$ cat src/kex_regs.vh
`ifndef KEX_REGS_VH
`define KEX_REGS_VH
`define OFF_REQ_LINK 8'h00
`define OFF_REQ_HDR 8'h04
`define OFF_CMD 8'h08
`define OFF_NEW_COOKIE 8'h0C
`define OFF_RESP_W0 8'h10
`define OFF_RESP_W1 8'h14
`define OFF_STATUS 8'h18
`define OFF_COOKIE 8'h1C
`define OFF_PARAMS 8'h20
`define OFF_RESP_LEN 8'h24
`define ADDR_W 8
`define TYPE_MAIN 2'h0
`define TYPE_QUICK 2'h1
`define TYPE_EXPL 2'h2
`define SRC_NONE 2'h0
`define SRC_DH 2'h1
`define SRC_COOKIE 2'h2
`define SRC_EXPL 2'h3
`define CMD_GO 0
`define CMD_CONFIRM 1
`define FL_SLOT 0
`define FL_BUMP 1
`define FL_RENEW 2
`define MAIN_RSV_MASK 8'hF0
`define QE_RSV_MASK 8'hFC
`define KIDX_HI 7
`define KIDX_LO 2
`define LINK_ZERO 32'h0000_0000
`define ZERO8 8'h00
`define ZERO16 16'h0000
`define ONE8 8'h01
`define NONCE_LEN_RST 8'h08
`define AUTH_LEN_RST 8'h14
`define PUB_LEN_RST 8'h40
`define KEY_LEN_RST 8'h10
`define HDR_BYTES 8'h06
`define TYPE_HI 25
`define TYPE_LO 24
`define B0_HI 7
`define B0_LO 0
`define B1_HI 15
`define B1_LO 8
`define NLEN_HI 7
`define NLEN_LO 0
`define ALEN_HI 15
`define ALEN_LO 8
`define PLEN_HI 23
`define PLEN_LO 16
`define ERR_LINK 0
`define ERR_FLAG 1
`define ERR_BYTE 2
`define KIDX_RSV_MASK 8'h03
`define ZERO32 32'h0000_0000
`define ZERO6 6'h00
`endif

$ cat src/key_exchange_msg_handler.v
`timescale 1ns/10ps
`default_nettype none
`include "kex_regs.vh"
// Summary of operation
// - link identifier is 32 zero bits in requests and responses.
// - main response: identifier, flag byte, clone counter, nonce, auth, public value.
// - renew-cookie: new cookie, flip cookie seq bit, zero counter, clear counter seq.
// - bump-counter: counter plus one modulo 256, flip counter seq bit.
// - updates stay pending until connect-confirm; only then committed to storage.
// - every response reports present counter and counter seq bit.
// - session-key select bit picks key slot 0 or 1 to update.
// - quick response has main fields except the public value.
// - main exchange derives key and cookie from private value and fields.
// - quick exchange derives session key from working (uncommitted) cookie and fields.
// - explicit key installed into context named by key index.
// - counter-mode nonces precede encrypted key, one per direction.
// - field lengths follow negotiated parameters, not fixed sizes.
// - cookie seq bit names cookie generation used for authentication.
// - baseline nonce length is 8 bytes.
module key_exchange_msg_handler (
  input wire I_REF_CLK,
  input wire I_RESETN,
  input wire I_PSEL,
  input wire I_PENABLE,
  input wire I_PWRITE,
  input wire [31:0] I_PADDR,
  input wire [31:0] I_PWDATA,
  input wire [3:0] I_PSTRB,
  output wire [31:0] O_PRDATA,
  output wire O_PREADY,
  output wire O_PSLVERR,
  output wire O_KEY_LOAD,
  output wire O_KEY_SLOT,
  output wire [5:0] O_KEY_CTX,
  output wire [1:0] O_KEY_SRC,
  output wire [31:0] O_AUTH_COOKIE,
  output wire O_NV_WRITE,
  output wire [7:0] O_NV_COUNTER,
  output wire [1:0] O_NV_SEQ,
  output wire [31:0] O_NV_COOKIE
);
  wire [`ADDR_W-1:0] addr;
  wire wr;
  wire rd;
  reg [31:0] req_link_r;
  reg [31:0] req_hdr_r;
  reg [31:0] new_cookie_r;
  reg [31:0] params_r;
  reg [7:0] wrk_cnt_r;
  reg wrk_cnt_sq_r;
  reg wrk_ck_sq_r;
  reg [31:0] wrk_cookie_r;
  reg [7:0] cmt_cnt_r;
  reg cmt_cnt_sq_r;
  reg cmt_ck_sq_r;
  reg [31:0] cmt_cookie_r;
  reg pending_r;
  reg [2:0] err_r;
  reg resp_valid_r;
  reg resp_main_r;
  reg [7:0] resp_flags_r;
  reg [7:0] resp_cnt_r;
  reg key_load_r;
  reg key_slot_r;
  reg [5:0] key_ctx_r;
  reg [1:0] key_src_r;
  reg [31:0] auth_cookie_r;
  reg nv_write_r;
  reg [31:0] rdata;
  reg [7:0] wrk_cnt_nxt;
  reg wrk_cnt_sq_nxt;
  reg wrk_ck_sq_nxt;
  reg [31:0] wrk_cookie_nxt;
  reg changed;
  reg [2:0] err_nxt;
  reg [7:0] flags;
  reg [5:0] kidx;
  reg [1:0] src;
  reg mapped;
  wire [1:0] req_type;
  wire [7:0] byte0;
  wire [7:0] byte1;
  wire go;
  wire confirm;
  wire [7:0] nonce_len;
  wire [7:0] auth_len;
  wire [7:0] public_value_len;
  wire [7:0] resp_len;
  wire [31:0] resp_w1_word;
  wire [31:0] status_word;

  assign addr = I_PADDR[`ADDR_W-1:0];
  assign wr = I_PSEL & I_PENABLE & I_PWRITE;
  assign rd = I_PSEL & ~I_PWRITE;
  // zero wait states: every access completes in its first access cycle
  assign O_PREADY = 1'b1;
  // unmapped access flags an error and no write lands
  assign O_PSLVERR = I_PSEL & I_PENABLE & ~mapped;
  assign O_PRDATA = rdata;

  assign req_type = req_hdr_r[`TYPE_HI:`TYPE_LO];
  assign byte0 = req_hdr_r[`B0_HI:`B0_LO];
  assign byte1 = req_hdr_r[`B1_HI:`B1_LO];
  // go and confirm may share one write; both then act
  assign go = wr & (addr == `OFF_CMD) & I_PSTRB[0] & I_PWDATA[`CMD_GO];
  assign confirm = wr & (addr == `OFF_CMD) & I_PSTRB[0] &
                   I_PWDATA[`CMD_CONFIRM];
  assign nonce_len = params_r[`NLEN_HI:`NLEN_LO];
  assign auth_len = params_r[`ALEN_HI:`ALEN_LO];
  assign public_value_len = params_r[`PLEN_HI:`PLEN_LO];
  // lengths come from negotiated parameters
  assign resp_len = `HDR_BYTES + nonce_len + auth_len +
                    (resp_main_r ? public_value_len : `ZERO8);

  // first transmitted byte sits in bits 31:24
  assign resp_w1_word = {resp_flags_r,
                         resp_cnt_r,
                         `ZERO16};
  // one field per line so the status layout reads at a glance
  assign status_word = {2'h0,
                        key_ctx_r,
                        resp_valid_r,
                        key_slot_r,
                        err_r,
                        pending_r,
                        cmt_ck_sq_r,
                        cmt_cnt_sq_r,
                        `ZERO8,
                        cmt_cnt_r};

  always @* begin
    wrk_cnt_nxt = wrk_cnt_r;
    wrk_cnt_sq_nxt = wrk_cnt_sq_r;
    wrk_ck_sq_nxt = wrk_ck_sq_r;
    wrk_cookie_nxt = wrk_cookie_r;
    changed = 1'b0;
    err_nxt = 3'b000;
    flags = byte0;
    kidx = `ZERO6;
    src = `SRC_NONE;
    // explicit request carries key index byte before flags
    if (req_type == `TYPE_EXPL) begin
      flags = byte1;
      kidx = byte0[`KIDX_HI:`KIDX_LO];
    end
    err_nxt[`ERR_LINK] = (req_link_r != `LINK_ZERO);
    case (req_type)
      `TYPE_MAIN: begin
        err_nxt[`ERR_FLAG] = |(flags & `MAIN_RSV_MASK);
        err_nxt[`ERR_BYTE] = (byte1 != `ZERO8);
        src = `SRC_DH;
      end
      `TYPE_QUICK: begin
        err_nxt[`ERR_FLAG] = |(flags & `QE_RSV_MASK);
        err_nxt[`ERR_BYTE] = (byte1 != `ZERO8);
        src = `SRC_COOKIE;
      end
      `TYPE_EXPL: begin
        err_nxt[`ERR_FLAG] = |(flags & `QE_RSV_MASK);
        err_nxt[`ERR_BYTE] = |(byte0 & `KIDX_RSV_MASK);
        // key engine expects nonces ahead of ciphered key
        src = `SRC_EXPL;
      end
      default: begin
        err_nxt[`ERR_FLAG] = 1'b1;
      end
    endcase
    if (go && (err_nxt == 3'b000)) begin
      // renew first so a bump in the same request counts from zero
      if ((req_type == `TYPE_MAIN) && flags[`FL_RENEW]) begin
        wrk_cookie_nxt = new_cookie_r;
        wrk_ck_sq_nxt = ~wrk_ck_sq_r;
        wrk_cnt_nxt = `ZERO8;
        wrk_cnt_sq_nxt = 1'b0;
        changed = 1'b1;
      end
      if (flags[`FL_BUMP]) begin
        wrk_cnt_nxt = wrk_cnt_nxt + `ONE8; // wraps at 256
        wrk_cnt_sq_nxt = ~wrk_cnt_sq_nxt;
        changed = 1'b1;
      end
    end
  end

  always @(posedge I_REF_CLK or negedge I_RESETN) begin
    if (!I_RESETN) begin
      req_link_r <= `LINK_ZERO;
      req_hdr_r <= `ZERO32;
      new_cookie_r <= `ZERO32;
      params_r <= {`KEY_LEN_RST, `PUB_LEN_RST, `AUTH_LEN_RST,
                   `NONCE_LEN_RST};
    end else if (wr) begin
      case (addr)
        `OFF_REQ_LINK: req_link_r <= I_PWDATA;
        `OFF_REQ_HDR: req_hdr_r <= I_PWDATA;
        `OFF_NEW_COOKIE: new_cookie_r <= I_PWDATA;
        `OFF_PARAMS: params_r <= I_PWDATA;
        default: req_link_r <= req_link_r;
      endcase
    end
  end

  always @(posedge I_REF_CLK or negedge I_RESETN) begin
    if (!I_RESETN) begin
      wrk_cnt_r <= `ZERO8;
      wrk_cnt_sq_r <= 1'b0;
      wrk_ck_sq_r <= 1'b0;
      wrk_cookie_r <= `ZERO32;
      cmt_cnt_r <= `ZERO8;
      cmt_cnt_sq_r <= 1'b0;
      cmt_ck_sq_r <= 1'b0;
      cmt_cookie_r <= `ZERO32;
      pending_r <= 1'b0;
      err_r <= 3'b000;
      resp_valid_r <= 1'b0;
      resp_main_r <= 1'b0;
      resp_flags_r <= `ZERO8;
      resp_cnt_r <= `ZERO8;
      key_load_r <= 1'b0;
      key_slot_r <= 1'b0;
      key_ctx_r <= `ZERO6;
      key_src_r <= `SRC_NONE;
      auth_cookie_r <= `ZERO32;
      nv_write_r <= 1'b0;
    end else begin
      key_load_r <= 1'b0;
      nv_write_r <= 1'b0;
      // working copy carries chained requests ahead of confirm
      wrk_cnt_r <= wrk_cnt_nxt;
      wrk_cnt_sq_r <= wrk_cnt_sq_nxt;
      wrk_ck_sq_r <= wrk_ck_sq_nxt;
      wrk_cookie_r <= wrk_cookie_nxt;
      if (go) begin
        err_r <= err_nxt;
        // a refused request leaves no response and no key update
        resp_valid_r <= (err_nxt == 3'b000);
        if (err_nxt == 3'b000) begin
          resp_main_r <= (req_type == `TYPE_MAIN);
          resp_flags_r <= {6'b00_0000, wrk_ck_sq_nxt,
                           wrk_cnt_sq_nxt};
          resp_cnt_r <= wrk_cnt_nxt;
          key_load_r <= 1'b1;
          key_slot_r <= flags[`FL_SLOT];
          key_ctx_r <= kidx;
          key_src_r <= src;
          auth_cookie_r <= wrk_cookie_nxt;
        end
      end
      // confirm beside a change commits both together, nothing is lost
      if (confirm) begin
        cmt_cnt_r <= wrk_cnt_nxt;
        cmt_cnt_sq_r <= wrk_cnt_sq_nxt;
        cmt_ck_sq_r <= wrk_ck_sq_nxt;
        cmt_cookie_r <= wrk_cookie_nxt;
        nv_write_r <= pending_r | changed;
        pending_r <= 1'b0;
      end else if (changed) begin
        pending_r <= 1'b1;
      end
    end
  end

  always @* begin
    rdata = `ZERO32;
    mapped = 1'b1;
    case (addr)
      `OFF_REQ_LINK: rdata = req_link_r;
      `OFF_REQ_HDR: rdata = req_hdr_r;
      `OFF_CMD: rdata = `ZERO32;
      `OFF_NEW_COOKIE: rdata = new_cookie_r;
      `OFF_RESP_W0: rdata = `LINK_ZERO;
      `OFF_RESP_W1: rdata = resp_w1_word;
      `OFF_STATUS: rdata = status_word;
      `OFF_COOKIE: rdata = cmt_cookie_r;
      `OFF_PARAMS: rdata = params_r;
      `OFF_RESP_LEN: rdata = {24'h00_0000, resp_len};
      default: mapped = 1'b0;
    endcase
    // idle bus reads as zero so no stale word leaks out
    if (!rd) begin
      rdata = `ZERO32;
    end
  end

  assign O_KEY_LOAD = key_load_r;
  assign O_KEY_SLOT = key_slot_r;
  assign O_KEY_CTX = key_ctx_r;
  assign O_KEY_SRC = key_src_r;
  assign O_AUTH_COOKIE = auth_cookie_r;
  // storage sees only committed values
  assign O_NV_WRITE = nv_write_r;
  assign O_NV_COUNTER = cmt_cnt_r;
  assign O_NV_SEQ = {cmt_ck_sq_r, cmt_cnt_sq_r};
  assign O_NV_COOKIE = cmt_cookie_r;
endmodule
`default_nettype wire

$ cat config.mk
export PLATFORM = sky130hd
export DESIGN_NAME = key_exchange_msg_handler
export DESIGN_NICKNAME = d
export VERILOG_FILES = /design/src/key_exchange_msg_handler.v
export VERILOG_INCLUDE_DIRS = /design/src
export SDC_FILE = /design/constraint.sdc
export NUM_CORES = 1
export LEC_CHECK = 0
export BUFFER_PORTS_ARGS = -buffer_cell sky130_fd_sc_hd__clkbuf_2
export CAP_MARGIN = 20
export CELL_PAD_IN_SITES_DETAIL_PLACEMENT = 1
export CELL_PAD_IN_SITES_GLOBAL_PLACEMENT = 1
export CORE_MARGIN = 8
export CORE_UTILIZATION = 45
export DETAILED_ROUTE_END_ITERATION = 8
export GPL_TIMING_DRIVEN = 0
export HOLD_SLACK_MARGIN = 0.05
export PLACE_DENSITY_LB_ADDON = 0.1
export SYNTH_ARGS = -nofsm -noshare
export SYNTH_HDL_FRONTEND = slang
export SYNTH_SLANG_ARGS = --single-unit
$ cat constraint.sdc
create_clock -name I_REF_CLK -period 3.4 [get_ports I_REF_CLK]
set_input_delay 0.51 -clock I_REF_CLK [delete_from_list [all_inputs] [get_ports I_REF_CLK]]
set_output_delay 0.51 -clock I_REF_CLK [all_outputs]
set_load 0.01 [all_outputs]
### Word-level counts from Yosys, hierarchy flattened

Cells that the tools add are included.
W data, S select, Z words.

| cells by class | value |
|---|---|
| add/sub/neg operators | 4 |
| equality and inequality tests | 11 |
| mux-type cells | 29 |
| bitwise operators | 13 |
| reductions and logical operators | 19 |

Operators with widths:

| kind | count |
|---|---|
| $pmux W32 S8 | 1 |
| $mux W32 | 3 |
| $mux W8 | 6 |
| $eq A8 B5 Y1 const B | 4 |
| $reduce_bool A32 Y1 | 1 |
| $add A8 B8 Y8 | 2 |
| $eq A8 B4 Y1 const B | 2 |
| $eq A8 B6 Y1 const B | 2 |
| $mux W1 | 15 |
| $reduce_and A2 Y1 | 5 |
| $reduce_or A10 Y1 | 1 |
| $add A3 B8 Y8 const A | 1 |
| $add A8 B1 Y8 const B | 1 |
| $and A1 B1 Y1 | 8 |
| $eq A8 B3 Y1 const B | 1 |
| $logic_not A8 Y1 | 1 |
| $reduce_bool A8 Y1 | 1 |
| $mux W6 | 1 |
| $pmux W2 S3 | 1 |
| $reduce_or A2 Y1 | 3 |
| $reduce_or A6 Y1 | 1 |
| $not A1 Y1 | 4 |
| $pmux W1 S2 | 2 |
| $reduce_or A4 Y1 | 1 |
| 7 further kinds | 8 |

| word-level totals | value |
|---|---|
| register bits after elaboration | 271 |
| input bits | 73 |
| output and inout port bits | 119 |
| logic and storage cells | 100 |

### Depth between registers and ports, before layout

Gate-level depths: netlist of the first run.

| logic depth | value |
|---|---|
| word-level depth | 10 |
| gate-level depth with buffers | 13 |
| gate-level depth less buffers | 12 |

### Worst setup path after synthesis of the first run

Ideal clock, no wire load.

| path | value |
|---|---|
| path type | register -> output |
| start point | register params_r[10] |
| end point | output O_PRDATA[6] |
| arrival time | 2731 ps |
| data required time | 2890 ps |
| setup slack | 159 ps |
| stages on the path, launching flop included | 12 |
| buffers on the path | 0 |
| cell sequence | dfstp_2 inv_1 ha_1 fa_1 inv_1 ha_1 fa_1 a21o_1 a21oi_1 xnor2_1 nand2_1 a31oi_1 |

| on the way | value |
|---|---|
| longest elaborated chain between the ends | 4 |

Ends and longest elaborated chain:

| element | RTL line | source |
|---|---|---|
| from (decl) | key_exchange_msg_handler.v:48 | `reg [31:0] params_r;` |
| from (signal assigned) | key_exchange_msg_handler.v:190 | `` params_r <= {`KEY_LEN_RST, `PUB_LEN_RST, `AUTH_LEN_RST, `` |
| $add A8 B8 Y8 (no line) (2 in series) | n/a |  |
| $pmux W32 S8 | key_exchange_msg_handler.v:266 | `case (addr)` |
| $mux W32 | key_exchange_msg_handler.v:280 | `if (!rd) begin` |
| to (decl) | key_exchange_msg_handler.v:29 | `output wire [31:0] O_PRDATA,` |

No other way between the ends.

### Worst setup path after layout of the first run

Same ends and word-level chain as after synthesis.

==> results of run 1 <==
[how the worst max path moves through the flow]
| stage | end | slack [ns] |
|---|---|---|
| after global routing | O_PRDATA[6] | -0.70 |
| after CTS | O_PRDATA[6] | -0.58 |
| after detailed placement | O_PRDATA[3] | -1.47 |
| after floorplan | O_PRDATA[6] | 0.16 |
| after global placement | wrk_cookie_r[11]$_DFF_PN0_ | -4.11 |
| final | O_PRDATA[6] | -0.55 |
[cells in the mapped netlist (3+ instances only)]
library cell	count
or3_1	6
or2_2	3
mux2i_1	39
o21ai_0	62
and2_1	7
mux2_1	10
xnor2_1	12
buf_2	11
nor3_1	4
nor4_1	12
nor2_1	21
or4_1	5
a22oi_1	29
a21oi_1	30
a222oi_1	37
o41ai_1	4
a2bb2oi_1	3
clkbuf_1	45
buf_1	8
dfstp_2	5
fa_1	8
nand3_1	11
a31oi_1	17
nand2_1	116
mux2_2	181
buf_4	3
nand4_1	3
a221oi_1	4
dfrtp_1	266
ha_1	16
inv_1	33
xor2_1	4
o31ai_1	8
[metal layers]
| layer | up-vias | share of wire [%] | GRT usage, % |
|---|---|---|---|
| met1 | 5245 | 43 | 37.6 |
| met3 | 100 | 7.6 | 4.98 |
| li1 | 4292 | - | - |
| met2 | 414 | 46 | 42.9 |
| met5 | - | 0.028 | 0 |
| met4 | 2 | 3.3 | 9.76 |
[critical path: stages (launching register included)]
cell     delay, ns
dfstp_2       0.54
inv_2         0.06
ha_4          0.23
fa_1          0.50
inv_2         0.05
ha_4          0.16
fa_2          0.35
a21o_1        0.20
a21oi_2       0.18
xnor2_2       0.14
nand2_1       0.09
a31oi_2       0.22
buf_2         0.17
[report_power, final]
| group | switching (mW) | internal [mW] |
|---|---|---|
| sequential | 0.0255 | 3.25 |
| clock | 1.36 | 2.02 |
| combinational | 0.220 | 0.122 |
| total | 1.60 | 5.40 |
[logic make-up after synthesis]
group,Yosys count
fa+ha+maj,24
buf+inv,101
compound gates,210
xor+xnor,16
other cells,1
flops,271
mux,230
simple gates,202
[stage by stage]
step	cell area [um^2]	util (%)	power (mW)	hold WS (ns)
final	15500	55.8	7.00	0.206
after global placement	13900	50.3	3.62	0.459
after CTS	15300	55.2	7.00	0.187
after floorplan	12600	-	3.45	0.214
after global routing	15500	55.8	7.19	0.193
after detailed placement	14000	50.7	3.63	0.470
[what timing repair did]
item / 4_1_cts / 5_1_grt
gates resized for setup: 48 / 42
pin swaps: 17 / 7
buffers inserted: 10 / 7
hold buffers: 1 / 0
endpoints found under the hold margin: 75 / 0
endpoints found under the setup margin: 142 / 124
[area by class of cell]
class,instances,share of cell area (%)
clock buffer,41,5.71
inverter,34,0.825
sequential,271,43.9
buffer,64,1.98
tap,378,3.06
clock inverter,11,0.841
timing repair buffer,188,6.82
multi-input combinational,683,36.9
[state kept, by name, indices dropped and copies added (netlist names), 3 cells and up]
register	flops
err_r	3
params_r	32
req_hdr_r	32
wrk_cookie_r	32
resp_cnt_r	8
wrk_cnt_r	8
O_KEY_CTX	6
req_link_r	32
O_AUTH_COOKIE	32
O_NV_COUNTER	8
O_NV_COOKIE	32
new_cookie_r	32
==> out/results.tsv, run 1 <==
metric	value	unit
status	finished with violations	
violations	setup timing	
port_buffers	163	
worst_slew_pin_slew	1.01	ns
grt_overflow	0	
r2r_cells	10	
yosysTopAreaCell	dfrtp_1	
layout_common_cells	dfrtp_1 (265), mux2_2 (181), clkbuf_2 (169), nand2_1 (113), o21ai_0 (61)	
fill_cells	2929	
synth_top_family_by_area	multiplexers	
r2r_setup_slack	0.02	ns
startpoint	params_r[10]$_DFFE_PN1P_	
async_reset_ff_share	100	%
synth_cell_types	59	
cts_sinks	271	
slew_viol_final	0	
final_common_cell	dfrtp_1	
setup_violations	9	
dieWidth	184	um
synth_edf_count	0	
min-delay-start	I_PWDATA[31]	
num_io_pins	192	
drt-initial-drc-count	974	
p_per_area	453	nW/um^2
clock-root-buffer	clkbuf_16	
setup_tns	-2.15	ns
cts_buffers	30	
placementRows	61	
synth_top_flop_cell	dfrtp_1	
cts_buffer_depth	3	
synthSimpleGateAreaFrac	7.57	%
cts_tree	yes	
place.gp.congestion	0.890	
path_max_fanout	2	
vias	10100	
die_h	184	um
multi_input_area	5700	um^2
core-area	27700	um^2
setup_slack	-0.550	ns
nets	1369	
ys_ff_latch	271	
synth_warnings	0	
final_layout_size_suffix_gt1_share	38.9	%
seq_area	6790	um^2
syn_area	12600	um^2
holdPathStages	2	
postRouteAntennaNets	0	
synthXorXnorAreaFrac	1.11	%
endpoint_kind	primary output	
place_inst	1603	
place_ws	-1.47	ns
htreeDepth	1	
dp_hpwl	33100	um
cp-start-kind	flip-flop	
arrival	3.44	ns
relSlewSlack	32.8	%
grt_usage	27.4	%
finalNonFillerCells	1670	
grt_max_degree	109	
max_freq	253	MHz
initial_core_util	45.7	%
viasPerCell	6.02	
fin_crit	3.95	ns
synthTopCellsByArea	dfrtp_1 (53%), mux2_2 (16%), nand2_1 (3.4%), mux2i_1 (3.1%), a222oi_1 (2.9%)	
fp.dieArea	33700	um^2
wl	46200	um
netlist_instances	1055	
period_share	116	%
antenna_found_initial	1	
synth_top_area_share	52.6	%
vdd_drop_max	354	uV
first_pass_iters	7	
grt_first_pass_wirelength	69800	um
synth_mux_area_share	20.1	%
hold_violations	0	
avgSynthCellArea	12.0	um^2
rsz0062_at_grt	yes	
drcViolationCount	0	
clock_latency	0.57	ns
diodes	0	
drv_cap	0	
wl_per_cell	27.7	um
r2r_end	O_NV_COOKIE[24]$_DFFE_PN0P_	
reg2reg_from	req_hdr_r[24]$_DFFE_PN0P_	
path_class	flip-flop to primary output	
worstPathRequired	2.89	ns
synth-compound-area-share	11.5	%
finClkSkew	0.0143	ns
min_to	req_hdr_r[31]$_DFFE_PN0P_	
first_global_vias	10800	
syn_nets	1152	
clk_pin_slew_worst_paths	0.06	ns
p_leak	7.41	nW
yosys.area_share.adder	2.85	%
hp-class	input pin to flip-flop	
area_growth	22.3	%
seq_area_frac_synth	53.7	%
No activity file was read; power rests on OpenSTA's default activity.
==> run 2: changes to the inputs <==
--- a/config.mk
+++ b/config.mk
@@ -6,12 +6,13 @@
 export SDC_FILE = /design/constraint.sdc
 export NUM_CORES = 1
 export LEC_CHECK = 0
+export ABC_AREA = 1
 export BUFFER_PORTS_ARGS = -buffer_cell sky130_fd_sc_hd__clkbuf_2
 export CAP_MARGIN = 20
 export CELL_PAD_IN_SITES_DETAIL_PLACEMENT = 1
 export CELL_PAD_IN_SITES_GLOBAL_PLACEMENT = 1
 export CORE_MARGIN = 8
-export CORE_UTILIZATION = 45
+export CORE_UTILIZATION = 42
 export DETAILED_ROUTE_END_ITERATION = 8
 export GPL_TIMING_DRIVEN = 0
 export HOLD_SLACK_MARGIN = 0.05
==> run 2 against run 1 <==
Compared with the run above:
- via count is 23% higher
- sequential power hardly changed
- maximum frequency is 4.0% higher
- worst setup slack better by 0.15 ns
- the flow still finishes with violations (setup timing)
- total power is 1.3% higher
- register-to-register slack better by 0.28 ns
- clock skew is 0.0045 ns higher
- first-iteration DRC count is 1.1% lower
- flip-flop and latch count stayed put
- combinational power is 12% higher
- critical path type unchanged
- count of clock-buffer cells in the layout is 4 lower
==> out/results.tsv, run 2 <==
metric	value	unit	change
viasPerCell	5.44		was 6.02
setup_tns	-1.71	ns	was -2.15 ns
r2r_cells	18		was 10
avgSynthCellArea	7.97	um^2	was 12.0 um^2
initial_core_util	42.7	%	was 45.7%
wl	52200	um	was 46200 um
p_per_area	452	nW/um^2	was 453 nW/um^2
async_reset_ff_share	100	%	unchanged
ys_ff_latch	271		unchanged
slew_viol_final	0		unchanged
relSlewSlack	36.0	%	was 32.8%
first_global_vias	12600		was 10800
cts_tree	yes		unchanged
postRouteAntennaNets	0		unchanged
placementRows	64		was 61
cpPeakStageDelay	0.55	ns	was 0.54 ns
min_to	params_r[12]$_DFFE_PN1P_		was req_hdr_r[31]$_DFFE_PN0P_
path_cells	inv_4, ha_4, fa_1, inv_2, ha_4, fa_2, nand2_2, nand2_1, a21oi_1, inv_1, nand2_1, nand3_2, a21oi_2, clkbuf_2		was inv_2, ha_4, fa_1, inv_2, ha_4, fa_2, a21o_1, a21oi_2, xnor2_2, nand2_1, a31oi_2, buf_2
worst_slew_pin_slew	0.960	ns	was 1.01 ns
synth_top_flop_cell	dfrtp_1		unchanged
nets	1940		was 1369
finClkSkew	0.0188	ns	was 0.0143 ns
final_common_cell	nand2_1		was dfrtp_1
synth_commonest_cells	nand2_1 (666), dfrtp_1 (266), o21ai_0 (187), inv_1 (133), nor2_1 (73)		was dfrtp_1 (266), mux2_2 (181), nand2_1 (116), o21ai_0 (62), clkbuf_1 (45)
cp.depth	14		was 12
reg2reg_from	req_hdr_r[24]$_DFFE_PN0P_		unchanged
cpLargestDelayFamily	adder cells		unchanged
p_leak	8.25	nW	was 7.41 nW
vias	12300		was 10100
drt-initial-drc-count	963		was 974
fin_util	51.3	%	was 55.8%
synth_warnings	0		unchanged
r2r_setup_slack	0.30	ns	was 0.02 ns
port_buffers	163		unchanged
die_h	192	um	was 184 um
r2r_end	O_NV_COUNTER[6]$_DFFE_PN0P_		was O_NV_COOKIE[24]$_DFFE_PN0P_
synth_edf_count	0		unchanged
cts_sinks	271		unchanged
grt_max_degree	107		was 109
setup_slack	-0.399	ns	was -0.550 ns
status	finished with violations		unchanged
setup_violations	6		was 9
synthTopCellsByArea	dfrtp_1 (51%), nand2_1 (19%), o21ai_0 (7.2%), inv_1 (3.8%), nor2_1 (2.1%)		was dfrtp_1 (53%), mux2_2 (16%), nand2_1 (3.4%), mux2i_1 (3.1%), a222oi_1 (2.9%)
syn_area	13100	um^2	was 12600 um^2
endpoint_kind	primary output		unchanged
clock-root-buffer	clkbuf_16		unchanged
wl_per_cell	23.1	um	was 27.7 um
vdd_drop_max	342	uV	was 354 uV
grt_first_pass_wirelength	78400	um	was 69800 um
min-delay-start	I_PWDATA[12]		was I_PWDATA[31]
fill_cells	3841		was 2929
cts_buffer_depth	3		unchanged
path_class	flip-flop to primary output		unchanged
synth_top_area_share	51.0	%	was 52.6%
critPathSlowestCell	dfstp_2		unchanged
seq_area_frac_synth	52.0	%	was 53.7%
arrival	3.29	ns	was 3.44 ns
cp-start-kind	flip-flop		unchanged
grt_overflow	0		unchanged
drv_cap	0		unchanged
fp.dieArea	37000	um^2	was 33700 um^2
grt_usage	28.2	%	was 27.4%
clk_pin_slew_worst_paths	0.06	ns	about the same
netlist_instances	1638		was 1055
htreeDepth	1		unchanged
core-area	30600	um^2	was 27700 um^2
place.gp.congestion	0.953		was 0.890
holdPathStages	3		was 2
fin_crit	3.80	ns	was 3.95 ns
path_max_fanout	2		unchanged
violations	setup timing		unchanged
cp_num_buf_inv	4		was 3
antenna_found_initial	2		was 1
layout_common_cells	nand2_1 (661), dfrtp_1 (265), o21ai_0 (186), clkbuf_2 (160), inv_1 (127)		was dfrtp_1 (265), mux2_2 (181), clkbuf_2 (169), nand2_1 (113), o21ai_0 (61)
max_freq	263	MHz	was 253 MHz
yosysTopAreaCell	dfrtp_1		unchanged
worstPathRequired	2.89	ns	about the same
synth_cell_types	47		was 59
syn_nets	1735		was 1152
area_growth	20.2	%	was 22.3%
synth_most_common_cell	nand2_1		was dfrtp_1
final_layout_size_suffix_gt1_share	16.9	%	was 38.9%
num_io_pins	192		unchanged
drcViolationCount	0		unchanged
first_pass_iters	5		was 7
cts_buffers	30		unchanged
hold_violations	0		unchanged
dp_hpwl	40500	um	was 33100 um
rsz0062_at_grt	yes		unchanged
period_share	112	%	was 116%
hp-class	input pin to flip-flop		unchanged
clock_latency	0.57	ns	about the same
dieWidth	192	um	was 184 um
[run 2: cell count changes in the layout (fill, tap and decap cells not counted), sizes merged, moves of 9 or more]
cell	before	now
o31ai	9	0
mux2i	39	1
a222oi	37	0
nor2	21	81
inv	34	135
mux2	191	1
nand3	11	49
nand2	116	666
a22oi	29	0
o21ai	62	188
nor4	14	1
nand4	3	36
a31oi	17	7
[run 2: through the flow]
step | cell area [um^2] | cells | total power [mW] | hold slack [ns] | setup slack, ns
after global placement | 14400 | 2197 | 3.69 | 0.454 | -4.07
after detailed placement | 14400 | 2200 | 3.71 | 0.463 | -0.190
final | 15700 | 2264 | 7.09 | 0.220 | -0.399
after floorplan | 13100 | 1638 | 3.50 | 0.214 | 0.233
after global routing | 15700 | 2263 | 7.30 | 0.257 | -0.502
after CTS | 15600 | 2262 | 7.12 | 0.209 | -0.410
[run 2: final cells by class]
class                   instances  area [um^2]  share of cell area (%)
diodes                          1         2.50                  0.0159
plain buffers                  82          425                    2.71
clock buffers                  37          817                    5.20
clock inverters                19          224                    1.43
inverters                     137          517                    3.29
multi-input cells            1147         5470                    34.9
flip-flops and latches        271         6790                    43.2
well taps                     396          495                    3.16
repair buffers                174          953                    6.07
[run 2: worst reg2reg max path, delay by kind of cell (launching register included)]
family        cells  cell delay (ns)
simple gates     12             1.54
flops             1             0.43
buf+inv           4             0.61
fa+ha+maj         2             0.46
[run 2: cells by family (layout without fill, tap and decap cells)]
family / count (synthesis) / after routing / share of synthesized area, %
AOI/OAI and AO/OA: 267 / 267 / 11.1
buffers and inverters: 220 / 449 / 7.20
muxes: 2 / 2 / 0.163
DFF: 271 / 271 / 52.0
other: 1 / 2 / 0.0287
and+or+nand+nor: 845 / 845 / 26.2
xor gates and xnor gates: 8 / 8 / 0.536
adders and majority gates: 24 / 24 / 2.76
[run 2: worst max-delay path by stage]
stage,to,start
2_1_floorplan,O_PRDATA[6],params_r[10]$_DFFE_PN1P_
3_3_place_gp,req_link_r[26]$_DFFE_PN0P_,I_RESETN
3_5_place_dp,O_PRDATA[7],resp_main_r$_DFFE_PN0N_
4_1_cts,O_PRDATA[7],params_r[12]$_DFFE_PN1P_
5_1_grt,O_PRDATA[7],params_r[3]$_DFFE_PN1P_
6_report,O_PRDATA[6],params_r[10]$_DFFE_PN1P_
[run 2: routing by layer]
layer	up-vias	part of all wire, %	GRT usage, %
li1	5651	-	-
met1	6218	45	39.7
met2	360	46	44.9
met3	86	5.9	3.78
met4	2	3.0	8.05
met5	-	0.023	0
[run 2: where the power goes]
| part | internal, mW | switching [mW] |
|---|---|---|
| Combinational | 0.101 | 0.283 |
| Clock | 2.02 | 1.42 |
| Sequential | 3.25 | 0.0256 |
[run 2: what timing repair did]
action                                  in CTS  in global routing
endpoints found under the setup margin       6                  7
resized for setup                           24                 17
buffers inserted                             6                  1
pin swaps                                   15                  9
hold endpoints to repair                    76                  0
hold buffers                                 1                  0
